--- src/design/imc_pkg.sv ---
// package: register map, reset values and mode codes of the input mapping control block

package imc_pkg;

	// ----------------------------------------------------------------
	// sizes
	// ----------------------------------------------------------------
	localparam int NUM_CH = 8;
	localparam int NUM_IN = 2;
	localparam int SYNC_STAGES = 2;
	localparam int ADDR_W = 8;

	// ----------------------------------------------------------------
	// register byte addresses
	// ----------------------------------------------------------------
	localparam logic [ADDR_W-1:0] ADDR_OUT_CTRL = 8'h00;
	localparam logic [ADDR_W-1:0] ADDR_MAP_IN0 = 8'h04;
	localparam logic [ADDR_W-1:0] ADDR_MAP_IN1 = 8'h08;
	localparam logic [ADDR_W-1:0] ADDR_IN_MON = 8'h0C;
	localparam logic [ADDR_W-1:0] ADDR_HW_CTRL = 8'h10;
	localparam logic [ADDR_W-1:0] ADDR_STATUS = 8'h14;

	// ----------------------------------------------------------------
	// reset values and fields
	// ----------------------------------------------------------------
	localparam logic [NUM_CH-1:0] RST_OUT_CTRL = 8'h00;
	localparam logic [NUM_CH-1:0] RST_MAP_IN0 = 8'h04;
	localparam logic [NUM_CH-1:0] RST_MAP_IN1 = 8'h08;
	localparam logic RST_ACTIVE = 1'b0;
	localparam int HW_ACT_BIT = 0;
	localparam int ST_MODE_LSB = 0;
	localparam int ST_VDD_UV_BIT = 2;
	localparam int ST_VS_UV_BIT = 3;
	localparam int ST_LOWBAT_BIT = 4;
	localparam int ST_SERIAL_EN_BIT = 5;

	// ----------------------------------------------------------------
	// operating modes
	// ----------------------------------------------------------------
	typedef enum logic [1:0] {
		MODE_SLEEP,
		MODE_IDLE,
		MODE_ACTIVE,
		MODE_FAILSAFE
	} imc_mode_e;

endpackage

--- src/design/imc_sync.sv ---
// two-flop synchroniser for a group of asynchronous pins
`timescale 1ns/1ns
`default_nettype none

module imc_sync #(
	parameter int WIDTH = 6,
	parameter int STAGES = imc_pkg::SYNC_STAGES
) (
	input wire logic clk,
	input wire logic srst,
	input wire logic [WIDTH-1:0] async_in,
	output logic [WIDTH-1:0] sync_out
);

	logic [WIDTH-1:0] stage_r [STAGES];

	// first stage feeds only the next stage
	always_ff @(posedge clk) begin
		if (srst) begin
			for (int i = 0; i < STAGES; i++) begin
				stage_r[i] <= '0;
			end
		end else begin
			stage_r[0] <= async_in;
			for (int i = 1; i < STAGES; i++) begin
				stage_r[i] <= stage_r[i-1];
			end
		end
	end

	assign sync_out = stage_r[STAGES-1];

endmodule

`default_nettype wire

--- src/design/imc_ctrl.sv ---
// input mapping, mode control and supply gating with an apb register port
`timescale 1ns/1ns
`default_nettype none

module imc_ctrl #(
	parameter int NUM_CH = imc_pkg::NUM_CH
) (
	input wire logic clk,
	input wire logic srst,
	// apb slave
	input wire logic psel,
	input wire logic penable,
	input wire logic pwrite,
	input wire logic [31:0] paddr,
	input wire logic [31:0] pwdata,
	output logic [31:0] prdata,
	output logic pready,
	output logic pslverr,
	// pins and supply monitors, all asynchronous
	input wire logic direct_input_0,
	input wire logic direct_input_1,
	input wire logic low_power_req,
	input wire logic vdd_uv,
	input wire logic vs_uv,
	input wire logic low_battery_operation,
	// outputs
	output logic [NUM_CH-1:0] channel_drive,
	output logic [1:0] mode,
	output logic uv_detect_en,
	output logic serial_link_en
);

	// ----------------------------------------------------------------
	// pin synchronisation
	// ----------------------------------------------------------------
	localparam int NSYNC = 6;

	wire [NSYNC-1:0] pins_async;
	wire [NSYNC-1:0] pins_sync;

	// the request pin is carried inverted, so a cleared synchroniser
	// reads as no request and reset is not followed by a false sleep
	assign pins_async = {low_battery_operation, vs_uv, vdd_uv,
		~low_power_req, direct_input_1, direct_input_0};

	imc_sync #(
		.WIDTH(NSYNC),
		.STAGES(imc_pkg::SYNC_STAGES)
	) u_sync (
		.clk(clk),
		.srst(srst),
		.async_in(pins_async),
		.sync_out(pins_sync)
	);

	wire in0_s;
	wire in1_s;
	wire lp_req_s;
	wire vdd_uv_s;
	wire vs_uv_s;
	wire lowbat_s;

	assign in0_s = pins_sync[0];
	assign in1_s = pins_sync[1];
	assign lp_req_s = ~pins_sync[2];
	assign vdd_uv_s = pins_sync[3];
	assign vs_uv_s = pins_sync[4];
	assign lowbat_s = pins_sync[5];

	// ----------------------------------------------------------------
	// supply and pin conditions
	// ----------------------------------------------------------------
	wire any_in;
	wire sleep_cond;
	wire fail_cond;
	wire both_uv;
	wire reg_clear;
	wire serial_block;

	assign any_in = in0_s | in1_s;
	assign sleep_cond = ~lp_req_s & ~any_in;
	assign fail_cond = ~lp_req_s & any_in;
	assign both_uv = vdd_uv_s & vs_uv_s;

	// a held-low request pin keeps registers cleared, not just once
	assign reg_clear = srst | ~lp_req_s | vdd_uv_s | both_uv;
	// sleep and logic undervoltage both refuse the bus
	assign serial_block = sleep_cond | vdd_uv_s | both_uv;

	// ----------------------------------------------------------------
	// registers
	// ----------------------------------------------------------------
	logic [NUM_CH-1:0] out_ctrl_r;
	logic [NUM_CH-1:0] map_r [imc_pkg::NUM_IN];
	logic active_r;

	wire [imc_pkg::ADDR_W-1:0] addr;
	wire hit_out;
	wire hit_map0;
	wire hit_map1;
	wire hit_mon;
	wire hit_hw;
	wire hit_st;
	wire hit_any;
	wire wr_en;
	wire setup;

	assign addr = paddr[imc_pkg::ADDR_W-1:0];
	assign hit_out = (addr == imc_pkg::ADDR_OUT_CTRL);
	assign hit_map0 = (addr == imc_pkg::ADDR_MAP_IN0);
	assign hit_map1 = (addr == imc_pkg::ADDR_MAP_IN1);
	assign hit_mon = (addr == imc_pkg::ADDR_IN_MON);
	assign hit_hw = (addr == imc_pkg::ADDR_HW_CTRL);
	assign hit_st = (addr == imc_pkg::ADDR_STATUS);
	assign hit_any = (hit_out | hit_map0 | hit_map1 | hit_mon | hit_hw | hit_st)
		& (paddr[31:imc_pkg::ADDR_W] == '0);
	assign setup = psel & ~penable;
	// a write lands only in the access cycle that the answer closes
	assign wr_en = psel & penable & pready & pwrite & hit_any & ~serial_block;

	always_ff @(posedge clk) begin
		if (reg_clear) begin
			out_ctrl_r <= imc_pkg::RST_OUT_CTRL;
		end else if (wr_en && hit_out) begin
			out_ctrl_r <= pwdata[NUM_CH-1:0];
		end
	end

	// one mapping register per input, default set in the package
	wire [NUM_CH-1:0] map_rst [imc_pkg::NUM_IN];
	wire hit_map [imc_pkg::NUM_IN];

	assign map_rst[0] = imc_pkg::RST_MAP_IN0;
	assign map_rst[1] = imc_pkg::RST_MAP_IN1;
	assign hit_map[0] = hit_map0;
	assign hit_map[1] = hit_map1;

	for (genvar g = 0; g < imc_pkg::NUM_IN; g++) begin : g_map
		always_ff @(posedge clk) begin
			if (reg_clear) begin
				map_r[g] <= map_rst[g];
			end else if (wr_en && hit_map[g]) begin
				map_r[g] <= pwdata[NUM_CH-1:0];
			end
		end
	end

	always_ff @(posedge clk) begin
		if (reg_clear) begin
			active_r <= imc_pkg::RST_ACTIVE;
		end else if (wr_en && hit_hw) begin
			active_r <= pwdata[imc_pkg::HW_ACT_BIT];
		end
	end

	// ----------------------------------------------------------------
	// mode decision
	// ----------------------------------------------------------------
	imc_pkg::imc_mode_e mode_nxt;
	wire sw_active;

	// active needs the software bit or a channel commanded on
	assign sw_active = active_r | (out_ctrl_r != '0);

	always_comb begin
		if (sleep_cond) begin
			mode_nxt = imc_pkg::MODE_SLEEP;
		end else if (fail_cond) begin
			mode_nxt = imc_pkg::MODE_FAILSAFE;
		end else if (sw_active) begin
			mode_nxt = imc_pkg::MODE_ACTIVE;
		end else begin
			mode_nxt = imc_pkg::MODE_IDLE;
		end
	end

	// ----------------------------------------------------------------
	// channel drive
	// ----------------------------------------------------------------
	wire [NUM_CH-1:0] map_req;
	wire [NUM_CH-1:0] fail_req;
	logic [NUM_CH-1:0] drive_r;
	logic [NUM_CH-1:0] drive_nxt;
	wire drive_kill;

	assign map_req = out_ctrl_r
		| (in0_s ? map_r[0] : '0)
		| (in1_s ? map_r[1] : '0);

	// fail-safe ignores programmed maps, only the fixed defaults count
	assign fail_req = (in0_s ? imc_pkg::RST_MAP_IN0 : '0)
		| (in1_s ? imc_pkg::RST_MAP_IN1 : '0);

	// battery undervoltage wins over every mode, fail-safe too
	assign drive_kill = vs_uv_s | both_uv;

	always_comb begin
		case (mode_nxt)
			imc_pkg::MODE_SLEEP: drive_nxt = '0;
			imc_pkg::MODE_FAILSAFE: drive_nxt = fail_req;
			imc_pkg::MODE_IDLE,
			imc_pkg::MODE_ACTIVE: drive_nxt = map_req;
			default: drive_nxt = '0;
		endcase
		if (drive_kill) begin
			drive_nxt = '0;
		end else if (lowbat_s) begin
			// switching on may fail at low battery; model it as never
			drive_nxt = drive_nxt & drive_r;
		end
	end

	// ----------------------------------------------------------------
	// outputs
	// ----------------------------------------------------------------
	logic [1:0] mode_r;
	logic uv_en_r;
	logic serial_en_r;

	// outputs come from flops so the pins never see decode glitches
	always_ff @(posedge clk) begin
		if (srst) begin
			drive_r <= '0;
			mode_r <= imc_pkg::MODE_IDLE;
			uv_en_r <= 1'b1;
			serial_en_r <= 1'b0;
		end else begin
			drive_r <= drive_nxt;
			mode_r <= mode_nxt;
			uv_en_r <= ~sleep_cond;
			serial_en_r <= ~serial_block;
		end
	end

	assign channel_drive = drive_r;
	assign mode = mode_r;
	assign uv_detect_en = uv_en_r;
	assign serial_link_en = serial_en_r;

	// ----------------------------------------------------------------
	// apb read side
	// ----------------------------------------------------------------
	wire [31:0] mon_word;
	logic [31:0] st_word;
	logic [31:0] rd_mux;
	logic [31:0] prdata_r;
	logic pready_r;
	logic pslverr_r;
	wire rd_ok;
	wire acc_err;

	assign mon_word = {30'h0, in1_s, in0_s};

	// status fields placed by the package positions
	always_comb begin
		st_word = '0;
		st_word[imc_pkg::ST_MODE_LSB +: $bits(mode_r)] = mode_r;
		st_word[imc_pkg::ST_VDD_UV_BIT] = vdd_uv_s;
		st_word[imc_pkg::ST_VS_UV_BIT] = vs_uv_s;
		st_word[imc_pkg::ST_LOWBAT_BIT] = lowbat_s;
		st_word[imc_pkg::ST_SERIAL_EN_BIT] = serial_en_r;
	end

	always_comb begin
		rd_mux = '0;
		if (hit_out) begin
			rd_mux[NUM_CH-1:0] = out_ctrl_r;
		end else if (hit_map0) begin
			rd_mux[NUM_CH-1:0] = map_r[0];
		end else if (hit_map1) begin
			rd_mux[NUM_CH-1:0] = map_r[1];
		end else if (hit_mon) begin
			rd_mux = mon_word;
		end else if (hit_hw) begin
			rd_mux[imc_pkg::HW_ACT_BIT] = active_r;
		end else if (hit_st) begin
			rd_mux = st_word;
		end
	end

	// refused accesses still answer at once, flagged by the error
	assign acc_err = setup & (~hit_any | serial_block);
	assign rd_ok = setup & hit_any & ~serial_block & ~pwrite;

	// answer is prepared in setup, so every access takes two cycles, setup plus one access cycle
	always_ff @(posedge clk) begin
		if (srst) begin
			pready_r <= 1'b0;
			pslverr_r <= 1'b0;
			prdata_r <= '0;
		end else begin
			pready_r <= setup;
			pslverr_r <= acc_err;
			prdata_r <= rd_ok ? rd_mux : '0;
		end
	end

	assign pready = pready_r;
	assign pslverr = pslverr_r;
	assign prdata = prdata_r;

endmodule

`default_nettype wire

--- config.mk ---
export PLATFORM = sky130hd
export DESIGN_NAME = imc_ctrl
export DESIGN_NICKNAME = d
export VERILOG_FILES = /design/src/design/imc_pkg.sv /design/src/design/imc_sync.sv /design/src/design/imc_ctrl.sv
export SDC_FILE = /design/constraint.sdc
export NUM_CORES = 1
export LEC_CHECK = 0
export ABC_AREA = 0
export BUFFER_PORTS_ARGS = -buffer_cell sky130_fd_sc_hd__buf_2
export CORE_MARGIN = 5
export CORE_UTILIZATION = 45
export DETAILED_ROUTE_END_ITERATION = 12
export PLACE_DENSITY = 0.77
export SLEW_MARGIN = 25
export SYNTH_ARGS = -nofsm -noshare
export SYNTH_HDL_FRONTEND = slang
export SYNTH_HIERARCHICAL = 1
export SYNTH_SLANG_ARGS = --single-unit
--- constraint.sdc ---
create_clock -name clk -period 3.5 [get_ports clk]
set_clock_uncertainty 0.1 [all_clocks]
set_input_delay 0.175 -clock clk [delete_from_list [all_inputs] [get_ports clk]]
set_output_delay 0.175 -clock clk [all_outputs]
set_load 0.1 [all_outputs]
# After elaboration in Yosys (flattened, before gate mapping)

Memories as Yosys holds them, arrays and structs flattened.
Cells that the tools add are included.

Equal/unequal tests: 8
Mux-type cells: 31
Bitwise operators: 44
Reductions and logical operators: 12

Operator list:

| operator                                                         | count |
|---|---|
| 8-bit 2-to-1 mux                                                 | 9 |
| 24-bit logical NOT                                               | 1 |
| 8-bit case mux with 3 select lines                               | 1 |
| 6-bit 2-to-1 mux                                                 | 3 |
| 1-bit bitwise OR                                                 | 18 |
| 8-bit by 4-bit == test with 1-bit output (second input constant) | 2 |
| 8-bit by 5-bit == test with 1-bit output (second input constant) | 2 |
| 8-bit bitwise OR                                                 | 2 |
| 1-bit bitwise AND                                                | 14 |
| 1-bit 2-to-1 mux                                                 | 12 |
| 8-bit bitwise AND                                                | 1 |
| 8-bit by 3-bit == test with 1-bit output (second input constant) | 1 |
| 8-bit logical NOT                                                | 1 |
| 1-bit NOT                                                        | 8 |
| 8-bit nonzero test                                               | 1 |
| 7-bit OR reduction                                               | 1 |
| 2-bit 2-to-1 mux                                                 | 3 |
| 2-bit OR reduction                                               | 3 |
| 5-bit 2-to-1 mux                                                 | 1 |
| 2-bit == test (second input constant)                            | 2 |
| 1-bit logical AND                                                | 4 |
| 4-bit 2-to-1 mux                                                 | 1 |
| 3-bit by 4-bit bitwise OR with 4-bit output                      | 1 |
| 3-bit 2-to-1 mux                                                 | 1 |
| 2 further kinds                                                  | 2 |

Flip-flop bits (word level): 55
Bits in writable memories: 28
Bits of input ports: 75
Output and inout port bits: 46
Word-level logic and storage cells: 107
Memories kept: 2

Memory list:

| name           | depth | bits a word | rd ports | clocked after Yosys merged registers in | wr ports | RTL line       | RTL |
|---|---|---|---|---|---|---|---|
| map_r          | 2     | 8           | 2        | 0                                       | 2        | imc_ctrl.sv:94 | `logic [NUM_CH-1:0] map_r [imc_pkg::NUM_IN];` |
| u_sync.stage_r | 2     | 6           | 2        | 0                                       | 2        | imc_sync.sv:15 | `logic [WIDTH-1:0] stage_r [STAGES];` |

# Logic depth before layout (Yosys ltp)

Depth after elaboration: 14
Gate-level depth with buffers: 6
Gate-level depth less buffers: 4

# By module

Netlist, hierarchy kept.

By module, submodules not included:

| module   | times used | cells each | area an instance (um^2) | seq. area each (um^2) |
|---|---|---|---|---|
| imc_ctrl | 1          | 262        | 2,474.9                 | 1,101.1 |
| imc_sync | 1          | 31         | 411.6                   | 240.2 |

# Least setup slack after synthesis

Ideal clock, no wire load.

Path kind: reg-to-reg
Start: reg pready_r, in the netlist pready
End: mem map_r[1][0] (enable)
Setup time: 384 ps
Arrival: 2,431 ps
Data required time: 3,016 ps
Path slack: 585 ps
Stages on the path, launching flop included: 5
Buffers on the path: 1
Clock period less this slack: 2,915 ps
Cell sequence: dfxtp_1 -> nand4_1 -> or4_4 -> buf_6 -> o21ai_0

RTL lines:

| what                   | RTL line        | RTL |
|---|---|---|
| start, declared        | imc_ctrl.sv:247 | `logic pready_r;` |
| start signal, assigned | imc_ctrl.sv:292 | `pready_r <= setup;` |
| end, declared          | imc_ctrl.sv:94  |  |

==> results by group <==
Timing
  • RSZ-0062 raised after global routing: no
  • Final setup fails: 0
  • Final Max Tran Viols: 0
  • Post-route setup TNS: 0 ns
  • Final-report hold violation count: 0
  • Final min period: 2.36 ns
  • Post-layout worst setup margin: 1.14 ns
  • Least-Margin Pin Slew: about 0.75 ns
  • Max Clk Rate: 0.424 GHz
  • Fin crit share: 0.673
  • Max-Slew Margin vs Limit: 0.500

Global route
  • Gr ovfl total: 0
  • Busiest grt layer: met2
  • Routing usage on met2: 0.280
  • Largest net degree at the start of global routing: 20
  • Met1 usage: 0.201
  • Met3 Use GR: 0.0601
  • Global Route Usage Sum: 0.169
  • Initial antenna violation count: 0
  • Number of global-route vias before repair: 2,243
  • First-pass GRT wire length: approximately 11,000 µm

Logic synthesis
  • Post-Syn Area: 2890 µm²
  • Synth cell count leaders: dfxtp_1, buf_4, nor3_1
  • Compound-gate portion of the synthesized area: 0.101
  • Cell taking the most area after synthesis: dfxtp_1
  • Multiplexer share of the synthesized area: 0.0351
  • Post-synth EDFFs: 16
  • Mapped Avg Cell Area: 9.85 µm²
  • Area share of the largest cell type after synthesis: 0.298
  • Yosys warnings: 6
  • Simple-gate portion of the synthesized area: 0.279
  • Synth async-reset ratio: 0
  • Ranking of synthesized cells by area: dfxtp_1, edfxtp_1, buf_4
  • Number of distinct library cells after synthesis: 48
  • Post-synthesis register bit count: 59
  • Most used DFF post-synth: dfxtp_1
  • Seq/Total Area, Yosys: 0.465
  • Main combinational cell family by area after synthesis: simple AND/OR/NAND/NOR gates
  • Synthesized instance count: 293
  • Post-synthesis adder-cell area fraction: 0
  • Most frequent cell after synthesis: dfxtp_1
  • XOR/XNOR share of the synthesized area: 0

Routing
  • # DRC: 0
  • Mean number of vias per cell: 5.38
  • Wire length per cell: around 15 µm
  • Post-Route WL: 6880 µm
  • First-pass iteration count of the detailed router: 5
  • Post-DRT Antenna Nets: 0
  • DRT iter0 DRCs: 252
  • Via Count: 2,404

Setup path
  • Crit-path max FO: 11
  • Crit path largest cell delay: 0.58 ns
  • CP cell instances: or3b_2, and4_1, nand4_2, o21ai_0, buf_4
  • CP Launch Type: flop
  • Worst Path Buf+Inv: 1
  • Critical path required time: between 3 and 4 ns
  • Critical path type: reg -> reg
  • Crit. End Element: flop
  • Family with the most delay on the worst path: simple AND/OR/NAND/NOR gates
  • CP arrival: 2.31 ns
  • Slowest cell on crit path: dfxtp_1

CTS
  • Clk_lat worst skew: 0.34 ns
  • Htree depth: 3
  • CTS root buf: clkbuf_8
  • Num Clock Sinks: 59
  • Longest Clk Path Bufs: 2
  • CTS buffer count: 9
  • Post-CTS resize count: 0
  • Reg clk slew, reported paths: approximately 0.060 ns
  • CTS tree: yes

Placement
  • Dpl cell area: about 3200 µm²
  • Pre-CTS WS: about 0.95 ns
  • DP HPWL: a little over 5000 µm
  • Port bufs: 72
  • GP Congestion: 0.850

Die
  • Core area: 6280 µm²
  • # rows: 29
  • Total die area: 8120 µm²
  • Die W: 90.1 µm
  • Die height: 90.1 µm
  • # IOs: about 120
  • Starting density of the core: 0.460

Pwr
  • Worst IR drop on VDD: around 0.25 mV
  • Cell leakage power: 0.00151 µW
  • Cell Pwr Density: ~520 nW/µm²

Final layout
  • Fin util: 0.556
  • Area growth syn-to-layout: 21.0%
  • Fin area: 3490 µm²
  • Net count, final: 440
  • Layout cells sized above 1: 0.316
  • Antenna fix cells: 0

Status
  • Status: complete, no violations

Run
  • Max-cap violations: 0

Min path
  • Worst min-delay path class: in -> reg
[routing by layer]
layer  up-vias  wire length (µm)
met5         -                 0
met4         0               135
met3        23               676
met2       144              3320
met1      1088              2740
li1       1149                 -
[cell usage in the layout, fill, tap and decap left out, types with 3 or more instances in the layout]
cell type      instances
nor2b_2                8
nand2b_1               6
and3_1                 3
a221oi_1               8
nand4_1                3
nand3b_1               4
conb_1                24
buf_2                 72
o21ai_0                7
nor3_1                25
clkbuf_8              10
o221ai_1               4
nor2_1                 4
a21oi_1               11
nor2b_1                9
buf_4                  3
nand2_1               23
edfxtp_1              16
and2_1                 6
and4_1                 3
inv_1                 12
dfxtp_1               43
dlygate4sd3_1          7
mux2i_1                9
a32oi_1                3
nor4_1                 8
bufinv_16              4
[through the flow]
stage	std cells	hold WS [ns]	power, µW
final	447	0.0140	1820
after global routing	447	0.0186	1880
after CTS	447	0.00661	1830
after detailed placement	424	0.288	1010
after global placement	424	0.288	1010
after floorplan	316	0.151	978
[path summary, 6_finish.rpt]
path / start / end / slack [ns] / depth (start not counted)
min reg2reg: u_sync/stage_r[0][1] / u_sync/stage_r[0][7] / 0.34 / 1
min: pwdata[2] / map_r[0][2] / 0.01 / 2
max: u_sync/stage_r[0][6] / map_r[0][2] / 1.14 / 5
max reg2reg: u_sync/stage_r[0][6] / map_r[0][2] / 1.14 / 5
[where the power goes]
group          switching, µW  internal, µW
clock network            256           562
registers               16.3           722
logic                    208          58.6
[what timing repair did]
item                                   CTS  global route
setup buffers                            0             0
hold buffers                             7             0
endpoints found under the hold margin    7             0
[kinds of logic after synthesis]
kind of cell,after synthesis
other cells,1
simple gates,126
buf+inv,56
mux,10
flops,59
compound gates,41
[area by class of cell]
class,count,area [µm²]
Clock buffer,11,141
Clock inverter,5,124
Fill cell,544,2790
Inverter,12,45.0
Multi-Input combinational cell,201,1290
Sequential cell,59,1340
Tap cell,77,96.3
Timing Repair Buffer,82,453
[sequential cells by signal, summed over array words and instances, names as in the netlist]
signal          flops
channel_drive       8
prdata              8
map_r              16
pready              1
uv_detect_en        1
u_sync/stage_r     12
out_ctrl_r          8
active_r            1
mode                2
pslverr             1
serial_link_en      1
(Power assumes the default switching activity.)
